## src/hw/psarb_map.svh

```systemverilog
`ifndef PSARB_MAP_SVH
`define PSARB_MAP_SVH
// Register offsets on the plain register port
`define PSARB_OFS_CTRL   4'h0
`define PSARB_OFS_STATUS 4'h1
// Control register layout: bits 6:0 group (1 = low group), bit 8 parking
`define PSARB_CTRL_GRP_LSB  0
`define PSARB_CTRL_GRP_MSB  6
`define PSARB_CTRL_PARK_BIT 8
// Reset value: all high group, park on the bridge
`define PSARB_CTRL_RESET 16'h0000
// Requester count and index of the internal bridge master
`define PSARB_NREQ     7
`define PSARB_BRIDGE   3'h6
// Reset grant (bridge) and rotation pointer start, so index 0 wins first
`define PSARB_GNT_RESET 7'h40
`define PSARB_PTR_RESET 3'h6
// Value driven on idle lines while parked on the bridge
`define PSARB_IDLE_AD  32'h00000000
`define PSARB_IDLE_CBE 4'h0
`define PSARB_IDLE_PAR 1'b0
`endif

```

## src/hw/psarb_pkg.sv

```systemverilog
package psarb_pkg;
	// Arbiter phases
	typedef enum logic [1:0] {
		PSARB_IDLE  = 2'b00,
		PSARB_OWNED = 2'b01,
		PSARB_PARK  = 2'b11
	} psarb_state_e;
	// Register port request
	typedef struct packed {
		logic [3:0]  addr;
		logic [15:0] wdata;
		logic        wr;
		logic        rd;
	} psarb_reg_s;
	// Idle bus drive group
	typedef struct packed {
		logic [31:0] ad;
		logic [3:0]  cbe_n;
		logic        par;
		logic        oe;
	} psarb_idle_s;
endpackage : psarb_pkg

```

## src/hw/psarb_arbiter.sv

```systemverilog
`timescale 1ns/1ps
`include "psarb_map.svh"
// Overview of operation
// [RULE1] Seven requesters are arbitrated: six external masters and the bridge.
// [RULE2] Software puts each requester in the high or low group by its own bit.
// [RULE3] Arbitration works even when all requesters sit in one group.
// [RULE4] Within a group the grant rotates round robin past the last winner.
// [RULE5] The low group takes one slot of the high rotation and grants its next member; the code gives it the slot after each high grant.
// [RULE6] A 16-bit control register holds group bits and the parking choice.
// [RULE7] With no request the bus parks on the last owner or on the bridge.
// [RULE8] Reset selects bridge parking, and bridge parking drives idle lines.
// [RULE9] At most one grant is active and it moves only while the bus is idle.
// [RULE10] A master requests low and starts only when granted with the bus idle.
module psarb_arbiter
	import psarb_pkg::*;
(
	// Clock and reset
	input  wire logic              i_core_clk,
	input  wire logic              i_rst_n,
	// Register port
	input  wire psarb_reg_s        i_reg,
	output logic [15:0]            o_rdata,
	// Requests and grants, active low; bit 6 is the bridge
	input  wire logic [6:0]        i_req_n,
	output logic [6:0]             o_gnt_n,
	// Bus idle: no frame and no irdy
	input  wire logic              i_bus_idle,
	// Idle line drive while parked on the bridge
	output psarb_idle_s            o_idle
);
	logic [15:0]  ctrl;
	logic [6:0]   gnt;
	logic [2:0]   last_hi;
	logic [2:0]   last_lo;
	logic         lo_slot_last;
	psarb_state_e state;
	logic [6:0]   req;
	logic [6:0]   low;
	logic [6:0]   hi_req;
	logic [6:0]   lo_req;
	logic         park_last;
	logic [2:0]   hi_pick;
	logic         hi_found;
	logic [2:0]   lo_pick;
	logic         lo_found;
	logic [6:0]   next_gnt;
	psarb_state_e next_state;

	assign req       = ~i_req_n; // [RULE1] [RULE10]
	assign low       = ctrl[`PSARB_CTRL_GRP_MSB:`PSARB_CTRL_GRP_LSB]; // [RULE2]
	assign park_last = ctrl[`PSARB_CTRL_PARK_BIT];

	// Per-requester group masks; a requester sits in exactly one group
	for (genvar i = 0; i < `PSARB_NREQ; i++) begin : g_mask
		assign hi_req[i] = req[i] & ~low[i]; // [RULE2]
		assign lo_req[i] = req[i] & low[i];  // [RULE2]
	end

	// Round-robin search within each group, starting past the last winner
	always_comb begin
		logic [2:0] idx;
		idx      = 3'h0;
		hi_pick  = 3'h0;
		hi_found = 1'b0;
		lo_pick  = 3'h0;
		lo_found = 1'b0;
		// Sum in 32 bits so the wrap is done by the modulo, not by overflow
		for (int k = 1; k <= `PSARB_NREQ; k++) begin
			idx = 3'((32'(last_hi) + 32'(k)) % `PSARB_NREQ);
			if (!hi_found && hi_req[idx]) begin // [RULE4]
				hi_pick  = idx;
				hi_found = 1'b1;
			end
		end
		for (int k = 1; k <= `PSARB_NREQ; k++) begin
			idx = 3'((32'(last_lo) + 32'(k)) % `PSARB_NREQ);
			if (!lo_found && lo_req[idx]) begin // [RULE4]
				lo_pick  = idx;
				lo_found = 1'b1;
			end
		end
	end

	// Choose next grant; the low group takes the slot after each high grant,
	// and a group with no request simply drops out.
	always_comb begin
		next_gnt   = gnt;
		next_state = state;
		if (i_bus_idle) begin // [RULE9]
			if (hi_found && (lo_slot_last || !lo_found)) begin // [RULE5]
				next_gnt   = 7'h01 << hi_pick;
				next_state = PSARB_OWNED;
			end else if (lo_found) begin // [RULE3] [RULE5]
				next_gnt   = 7'h01 << lo_pick;
				next_state = PSARB_OWNED;
			end else if (!park_last) begin // [RULE7]
				next_gnt   = 7'h01 << `PSARB_BRIDGE;
				next_state = PSARB_PARK;
			end else begin
				next_state = PSARB_IDLE; // Keep last owner's grant
			end
		end
	end

	// Grant register; a single one-hot grant at all times
	always_ff @(posedge i_core_clk or negedge i_rst_n) begin
		if (!i_rst_n) begin
			gnt   <= `PSARB_GNT_RESET; // [RULE8]
			state <= PSARB_PARK;
		end else begin
			gnt   <= next_gnt; // [RULE9]
			state <= next_state;
		end
	end

	// Rotation pointers, advanced only when a new winner is taken
	always_ff @(posedge i_core_clk or negedge i_rst_n) begin
		if (!i_rst_n) begin
			last_hi      <= `PSARB_PTR_RESET;
			last_lo      <= `PSARB_PTR_RESET;
			lo_slot_last <= 1'b0;
		end else if (i_bus_idle) begin
			if (hi_found && (lo_slot_last || !lo_found)) begin
				last_hi      <= hi_pick; // [RULE4]
				lo_slot_last <= 1'b0;
			end else if (lo_found) begin
				last_lo      <= lo_pick; // [RULE5]
				lo_slot_last <= 1'b1;
			end
		end
	end

	// Group order checks: the low group answers alone, then yields a slot
	AST_LO_ALONE: assert property ( // [RULE3]
		@(posedge i_core_clk) disable iff (!i_rst_n)
		(i_bus_idle && req != 7'h00 && hi_req == 7'h00)
		|=> (gnt & $past(low)) != 7'h00)
		else $error("low group not served alone");
	AST_HI_AFTER_LO: assert property ( // [RULE5]
		@(posedge i_core_clk) disable iff (!i_rst_n)
		(i_bus_idle && lo_slot_last && hi_req != 7'h00)
		|=> (gnt & ~$past(low)) != 7'h00)
		else $error("high group skipped after low slot");
	AST_OWNED: assert property ( // [RULE1]
		@(posedge i_core_clk) disable iff (!i_rst_n)
		(i_bus_idle && req != 7'h00) |=> state == PSARB_OWNED)
		else $error("request left without owner");
	AST_PARK_STATE: assert property ( // [RULE7]
		@(posedge i_core_clk) disable iff (!i_rst_n)
		(i_bus_idle && req == 7'h00 && !park_last) |=> state == PSARB_PARK)
		else $error("not parked on bridge");

	// Control register write; reset parks on the bridge
	always_ff @(posedge i_core_clk or negedge i_rst_n) begin
		if (!i_rst_n) begin
			ctrl <= `PSARB_CTRL_RESET; // [RULE6] [RULE8]
		end else if (i_reg.wr && i_reg.addr == `PSARB_OFS_CTRL) begin
			ctrl <= i_reg.wdata; // [RULE6]
		end
	end

	// Read data one cycle after the strobe; unmapped reads return zero
	always_ff @(posedge i_core_clk or negedge i_rst_n) begin
		if (!i_rst_n) begin
			o_rdata <= 16'h0000;
		end else if (i_reg.rd && i_reg.addr == `PSARB_OFS_CTRL) begin
			o_rdata <= ctrl;
		end else if (i_reg.rd && i_reg.addr == `PSARB_OFS_STATUS) begin
			o_rdata <= {6'h00, state, 1'b0, gnt};
		end else begin
			o_rdata <= 16'h0000;
		end
	end

	// Register port checks: read data stand one cycle, status is read-only
	AST_RDATA_IDLE: assert property ( // [RULE6]
		@(posedge i_core_clk) disable iff (!i_rst_n)
		!$past(i_reg.rd) |-> o_rdata == 16'h0000)
		else $error("read data outside its cycle");
	AST_STATUS_RO: assert property ( // [RULE6]
		@(posedge i_core_clk) disable iff (!i_rst_n)
		(i_reg.wr && i_reg.addr == `PSARB_OFS_STATUS) |=> $stable(ctrl))
		else $error("status write changed control");

	// Idle drive while parked on the bridge keeps lines from floating
	always_ff @(posedge i_core_clk or negedge i_rst_n) begin
		if (!i_rst_n) begin
			o_idle <= '0;
		end else begin
			o_idle.ad    <= `PSARB_IDLE_AD;
			o_idle.cbe_n <= `PSARB_IDLE_CBE;
			o_idle.par   <= `PSARB_IDLE_PAR; // Even parity over zeros
			o_idle.oe    <= (next_state == PSARB_PARK) && i_bus_idle; // [RULE8]
		end
	end

	// The bridge must never drive the idle lines while a master owns the bus
	AST_IDLE_OE: assert property ( // [RULE8]
		@(posedge i_core_clk) disable iff (!i_rst_n)
		(i_bus_idle && req == 7'h00 && !park_last) |=> o_idle.oe)
		else $error("idle lines not driven while parked");
	AST_OE_OFF: assert property ( // [RULE8]
		@(posedge i_core_clk) disable iff (!i_rst_n)
		!i_bus_idle |=> !o_idle.oe)
		else $error("idle lines driven during a transfer");

	assign o_gnt_n = ~gnt;

	// Grant path checks
	AST_ONE_GRANT: assert property ( // [RULE9]
		@(posedge i_core_clk) disable iff (!i_rst_n)
		$onehot(~o_gnt_n))
		else $error("grant not one-hot");
	AST_MOVE_IDLE: assert property ( // [RULE9]
		@(posedge i_core_clk) disable iff (!i_rst_n)
		!$past(i_bus_idle) |-> $stable(o_gnt_n))
		else $error("grant moved during busy bus");
	AST_PARK_BRIDGE: assert property ( // [RULE7]
		@(posedge i_core_clk) disable iff (!i_rst_n)
		(i_bus_idle && i_req_n == 7'h7f && !park_last) |=> !o_gnt_n[6])
		else $error("no bridge park");
	AST_PARK_LAST: assert property ( // [RULE7]
		@(posedge i_core_clk) disable iff (!i_rst_n)
		(i_req_n == 7'h7f && park_last) |=> $stable(o_gnt_n))
		else $error("park on last failed");
	AST_GRANT_REQ: assert property ( // [RULE1] [RULE3]
		@(posedge i_core_clk) disable iff (!i_rst_n)
		(i_bus_idle && i_req_n != 7'h7f)
		|=> ((~o_gnt_n & ~$past(i_req_n)) != 7'h00))
		else $error("grant to non-requester");
	AST_HI_ROTATE: assert property ( // [RULE4]
		@(posedge i_core_clk) disable iff (!i_rst_n)
		(i_bus_idle && low == 7'h00 && req == 7'h03 && gnt == 7'h01)
		|=> o_gnt_n == 7'h7d)
		else $error("no rotation");
	AST_LO_SLOT: assert property ( // [RULE5]
		@(posedge i_core_clk) disable iff (!i_rst_n)
		(i_bus_idle && low == 7'h02 && req == 7'h03 && gnt == 7'h01)
		|=> o_gnt_n == 7'h7d)
		else $error("low slot skipped");
	AST_IDLE_DRIVE: assert property ( // [RULE8]
		@(posedge i_core_clk) disable iff (!i_rst_n)
		o_idle.oe |-> (!o_gnt_n[6] && o_idle.ad == `PSARB_IDLE_AD))
		else $error("idle drive without bridge park");
	AST_CTRL_WR: assert property ( // [RULE6] [RULE2]
		@(posedge i_core_clk) disable iff (!i_rst_n)
		(i_reg.wr && i_reg.addr == `PSARB_OFS_CTRL)
		|=> ctrl == $past(i_reg.wdata))
		else $error("control write lost");
endmodule : psarb_arbiter

```

## config.mk

```make
export PLATFORM = sky130hd
export DESIGN_NAME = psarb_arbiter
export DESIGN_NICKNAME = d
export VERILOG_FILES = /design/src/hw/psarb_pkg.sv /design/src/hw/psarb_arbiter.sv
export VERILOG_INCLUDE_DIRS = /design/src /design/src/hw
export SDC_FILE = /design/constraint.sdc
export NUM_CORES = 1
export LEC_CHECK = 0
export BUFFER_PORTS_ARGS = -buffer_cell sky130_fd_sc_hd__buf_2
export CAP_MARGIN = 25
export CORE_ASPECT_RATIO = 1.75
export CORE_MARGIN = 2
export CORE_UTILIZATION = 30
export DETAILED_ROUTE_END_ITERATION = 10
export RECOVER_POWER = 50
export SLEW_MARGIN = 20
export SYNTH_ARGS = -nofsm -noshare
export SYNTH_HDL_FRONTEND = slang
export SYNTH_SLANG_ARGS = --single-unit
```

## constraint.sdc

```tcl
create_clock -name i_core_clk -period 6.4 [get_ports i_core_clk]
set_clock_uncertainty 0.2 [all_clocks]
set_input_delay 0.64 -clock i_core_clk [delete_from_list [all_inputs] [get_ports i_core_clk]]
set_output_delay 0.64 -clock i_core_clk [all_outputs]
set_load 0.01 [all_outputs]
```

# == Word level (Yosys, flattened, before mapping) ==
# Cells that the tools add are included.
# classes
n_addsub,14
n_div,14
n_lt_le_gt_ge,14
n_eq_ne,3
shift,2
muxes,67
bitwise,24
reduce_logical,37
# op_table
operator,n
$mod 32x3->32 const B,14
$lt 3x4->1 const B,14
$bmux 1 s3,14
$mux 3,14
$add 3x3->4 const B,8
$mux 1,30
$mux 7,3
$logic_and 1x1->1,17
$add 3x2->4 const B,4
$mux 16,1
$and 1x1->1,14
$not 7->7,2
$shl 1x3->7 const A,2
$logic_not 1->1,13
$mux 10,1
$add 3x1->4 const B,2
$mux 2,4
$not 1->1,8
$reduce_and 2->1,3
$eq 4x1->1 const B,1
$logic_not 4->1,1
$ne 3x1->1 const B,1
$reduce_and 3->1,1
$eq 2x2->1 const B,1
other kinds (2),2
# totals
reg_bits,49
in_bits,32
output_inout_bits,61
elab_cells,183

# == Depth between registers and ports, before layout ==
# depth
depth_word,30
mapped_depth,26

# == Worst setup path before layout ==
# Ideal clock, no wire load.
# synth_path
kind,flip-flop to flip-flop
start,register last_lo[0]
end,register gnt[5]
arrival_ns,5.272
required_ns,6.133
path_slack_ns,0.861
path_stages_with_launch,25
path_buffers,4
synth_period_minus_slack_ns,5.539
cell_sequence,dfrtp_1 > buf_2 > buf_2 > buf_2 > inv_1 > ha_1 > clkbuf_1 > inv_1 > ha_1 > ha_1 > a31oi_1 > xnor2_1 > ha_1 > inv_1 > o211ai_1 > o2bb2ai_1 > mux2i_1 > a221o_1 > a21oi_1 > or3b_2 > nor2_1 > o2bb2ai_1 > inv_1 > or4b_1 > nand2_1
# synth_between
elab_chain_len,28
elab_cells_between_ends,62
# synth_lines
item,line_no,rtl
start: declaration,psarb_arbiter.sv:34,logic [2:0] last_lo;
start signal: assignment,psarb_arbiter.sv:120,last_lo <= `PSARB_PTR_RESET;
start signal: assignment,psarb_arbiter.sv:127,last_lo <= lo_pick;
$add 3x1->4,psarb_arbiter.sv:76,idx = 3'((32'(last_lo) + 32'(k)) % `PSARB_NREQ);
$mod 32x3->32 (no line),--,
$bmux 1 s3,psarb_arbiter.sv:77,if (!lo_found && lo_req[idx]) begin
$mux 1 (implied by the code),psarb_arbiter.sv:77,
$mux 1,psarb_arbiter.sv:77,
$logic_not 1->1,psarb_arbiter.sv:77,
$logic_and 1x1->1,psarb_arbiter.sv:77,
$mux 1,psarb_arbiter.sv:77,
[12 not listed],--,
$logic_not 1->1,psarb_arbiter.sv:77,
$logic_and 1x1->1,psarb_arbiter.sv:77,
$mux 1,psarb_arbiter.sv:77,
$logic_not 1->1,psarb_arbiter.sv:90,if (hi_found && (lo_slot_last || !lo_found)) begin
$logic_or 1x1->1,psarb_arbiter.sv:90,
$logic_and 1x1->1,psarb_arbiter.sv:90,
$ne 3x1->1 (no line),--,
$reduce_and 2->1 (no line),--,
end signal: assignment,psarb_arbiter.sv:108,gnt <= `PSARB_GNT_RESET;
end signal: assignment,psarb_arbiter.sv:111,gnt <= next_gnt;
end: declaration,psarb_arbiter.sv:32,logic [6:0] gnt;
# Several ways; a longest one is shown, not always the timed one. The select of a mux whose other input is x is not followed.
# A chain may end at the register's enable or synchronous reset.

# == Final worst setup path ==
# layout_path
start,register last_lo[1]
end,register gnt[3]
# Same word-level chain as after synthesis.

==> impl_metrics.py <==
metrics = {
    "run_status": {
        "status": "finished, violations left",
        "failed_checks": "capacitance limit, slew limit",
    },
    "grt": {
        "grt_max_degree": 33,
        "grt_pass1_vias": 7372,
        "gr-total-overflow": 0,
        "grt_pass1_wl_mm": 39.2,
        "grt_use_total_pct": 19.1,
        "antenna_found_initial": 1,
    },
    "clocking": {
        "clock-sinks": 49,
        "cts_buffers": 5,
        "hold_buffers": 0,
        "insertion_delay_ps": 290,
        "clock-root-buffer": "clkbuf_16",
        "clk_pin_slew_worst_paths_ps": 60,
        "htreeDepth": 2,
        "tritoncts": "yes",
        "cts_buffer_depth": 2,
    },
    "synth": {
        "async_flop_share_pct": 100,
        "syn_area_per_cell_um2": 7.88,
        "synthCells": 952,
        "synth_edf_count": 0,
        "ys_warn_count": 0,
        "synth_flop_cell": "dfrtp_1",
        "synth_seq_cells": 49,
        "synth-seq-area-share_pct": 16.5,
        "synth_cell_types": 101,
        "syn_area_um2": 7510,
    },
    "setup_path": {
        "worstPathCellList": "inv_1 -> ha_1 -> inv_1 -> ha_1 -> ha_1 -> a31oi_1 -> xnor2_1 -> ha_1 -> inv_1 -> o211ai_1 -> o2bb2ai_1 -> mux2i_1 -> a221o_1 -> a21oi_1 -> or3b_2 -> a21oi_1 -> a211oi_1 -> nor2_1 -> nor3_1 -> a221o_1",
        "crit_family": "compound AO/OA/AOI/OAI gates",
        "path_class": "reg2reg",
        "cp-start-kind": "register",
        "cp_max_fo": 14,
        "cp_common_cell": "ha_1",
        "rr_startpoint": "last_lo[1]",
        "worstSetupStartpoint": "last_lo[1]",
        "critical_path_arrival_ps": 6010,
        "critical_path_buf_inv_count": 3,
        "max_stage_delay_ps": 720,
        "crit_path_top_delay_cell": "dfstp_2",
        "cp.required_ps": 6370,
        "end_kind": "register",
    },
    "min_path": {
        "worst_hold_path_type": "reg2reg",
        "hold_start": "ctrl[11]",
    },
    "finish": {
        "final_cell_mix": "nand2_1 (68), nor2_1 (63), o21ai_0 (54)",
        "layout_commonest_cell": "nand2_1",
        "drive_gt1_share_pct": 14.9,
        "final.fill_count": 2601,
        "final_nets": 1070,
        "syn_to_final_growth_pct": 8.70,
    },
    "floorplan": {
        "start_util_pct": 30.5,
        "num_io_pins": 93,
        "design.die.area_um2": 26400,
        "die_x_um": 124,
        "dieHeight_um": 213,
        "rows": 76,
        "coreArea_um2": 24600,
    },
    "place": {
        "portBuffers": 55,
        "routabilityCongestion": 1.03,
        "place_hpwl_mm": 20.5,
    },
    "timing": {
        "slew_headroom_pct": -21.5,
        "setup_tns_ps": 0,
        "whs_ps": 274,
        "fmax_ghz": 0.166,
        "finalCriticalPeriod_ps": 6040,
        "hold_violations": 0,
        "fin_crit_sh_pct": 94.3,
        "slew_violations": 33,
        "worstMarginPinSlew_ps": 1820,
        "finalSetupViolCount": 0,
        "rsz0062_at_grt": "no",
    },
    "route": {
        "drt-total-wl_mm": 26.1,
        "final_antenna_net_count": 0,
        "num_vias": 7823,
        "drt-wirelength-per-cell_um": 20.0,
        "drtIter0Drc": 623,
        "drc": 0,
        "avgViaCountPerCell": 5.99,
        "drtPass1Iterations": 5,
    },
    "flow_run": {
        "cap_violations": 1,
    },
}
## kinds of logic after synthesis
| family | after synthesis | synth area share, % |
|---|---|---|
| other | 1 | 0.0500 |
| muxes | 55 | 8.30 |
| buffers and inverters | 135 | 8.98 |
| DFF | 49 | 16.5 |
| adders and majority gates | 47 | 7.83 |
| and+or+nand+nor | 317 | 22.7 |
| AOI/OAI and AO/OA | 319 | 31.9 |
| xor gates and xnor gates | 29 | 3.78 |
## layout make-up
type                    count  area, um^2  share of cell area, %
multi-input cells         804        5750                   70.4
flip-flops and latches     49        1230                   15.1
repair buffers             75         405                   4.97
well taps                 312         390                   4.78
inverters                  56         210                   2.58
clock buffers               6         129                   1.58
clock inverters             2        38.8                  0.475
diodes                      1        2.50                 0.0307
## synthesized netlist by cell type, drive strengths merged (9+ instances only)
cell     instances  area (um^2)
a21oi           41          205
a31oi           23          150
buf             58          385
nand2           68          255
clkbuf          21         78.8
or2             14         87.6
mux2i           33          330
nand3           23          120
a2111oi         10          113
xnor2           25          226
o21a            12         90.1
nor2            64          243
nor3            28          140
nand2b          14         87.6
mux2            18          203
inv             56          210
and2            20          125
ha              47          588
o22ai            9         62.6
a21o            12         90.1
dfrtp           42         1050
o211ai          15          113
nor2b           19          119
a211oi          16          138
nand4            9         56.3
o21ai           63          319
a22o            13          114
or3              9         56.3
## path summary, 6_finish.rpt
path,slack (ps),endpoint,cells past startpoint
worst max-delay path,360,gnt[3],20
worst min-delay path,270,o_rdata[11],1
worst max register to register,360,gnt[3],20
worst min register to register,270,o_rdata[11],1
max in group asynchronous,3520,gnt[2],2
min in group asynchronous,280,o_rdata[7],1
## timing repair
action,4_1_cts,5_1_grt
endpoints found under the hold margin,0,0
endpoints found under the setup margin,0,4
buffers inserted,0,0
resized for setup,0,1
## worst register-to-register path: stages, from the launching register on
cell       delay, ps
dfstp_2          720
inv_1            210
ha_1             480
inv_1            280
ha_1             280
ha_1             240
a31oi_1          200
xnor2_1          180
ha_1             230
inv_1             70
o211ai_1         180
o2bb2ai_1        200
mux2i_1          580
a221o_1          210
a21oi_1           80
or3b_2           530
a21oi_1          180
a211oi_1         110
nor2_1           390
nor3_1           100
a221o_1          270
## flip-flops by register name, summed over array words and instances, names as in the netlist
register      count
ctrl             16
lo_slot_last      1
last_hi           3
gnt               7
last_lo           3
state             2
o_rdata          16
o_idle            1
## metrics by stage
| stage | cell area, um^2 | util, % | setup WS, ps | cells |
|---|---|---|---|---|
| 4_1_cts | 8170 | 33.2 | 458 | 1304 |
| 3_3_place_gp | 7990 | 32.4 | 514 | 1295 |
| 6_report | 8160 | 33.1 | 365 | 1305 |
| 2_1_floorplan | 7640 | - | 861 | 988 |
| 3_5_place_dp | 8010 | 32.5 | 496 | 1296 |
| 5_1_grt | 8160 | 33.1 | 140 | 1305 |
## metal layers
layer | share of wire, % | up-vias | wire, um | global-route usage (%)
met5 | 0 | - | 0 | 0
li1 | - | 3609 | - | -
met4 | 7.9 | 0 | 2070 | 13.2
met1 | 34 | 3771 | 8930 | 18.5
met2 | 54 | 328 | 14200 | 36.9
met3 | 3.7 | 115 | 967 | 1.52
Power is left out: the tool's default activity adds up to more than one toggle a clock period on the data nets, which glitch-free logic cannot reach.
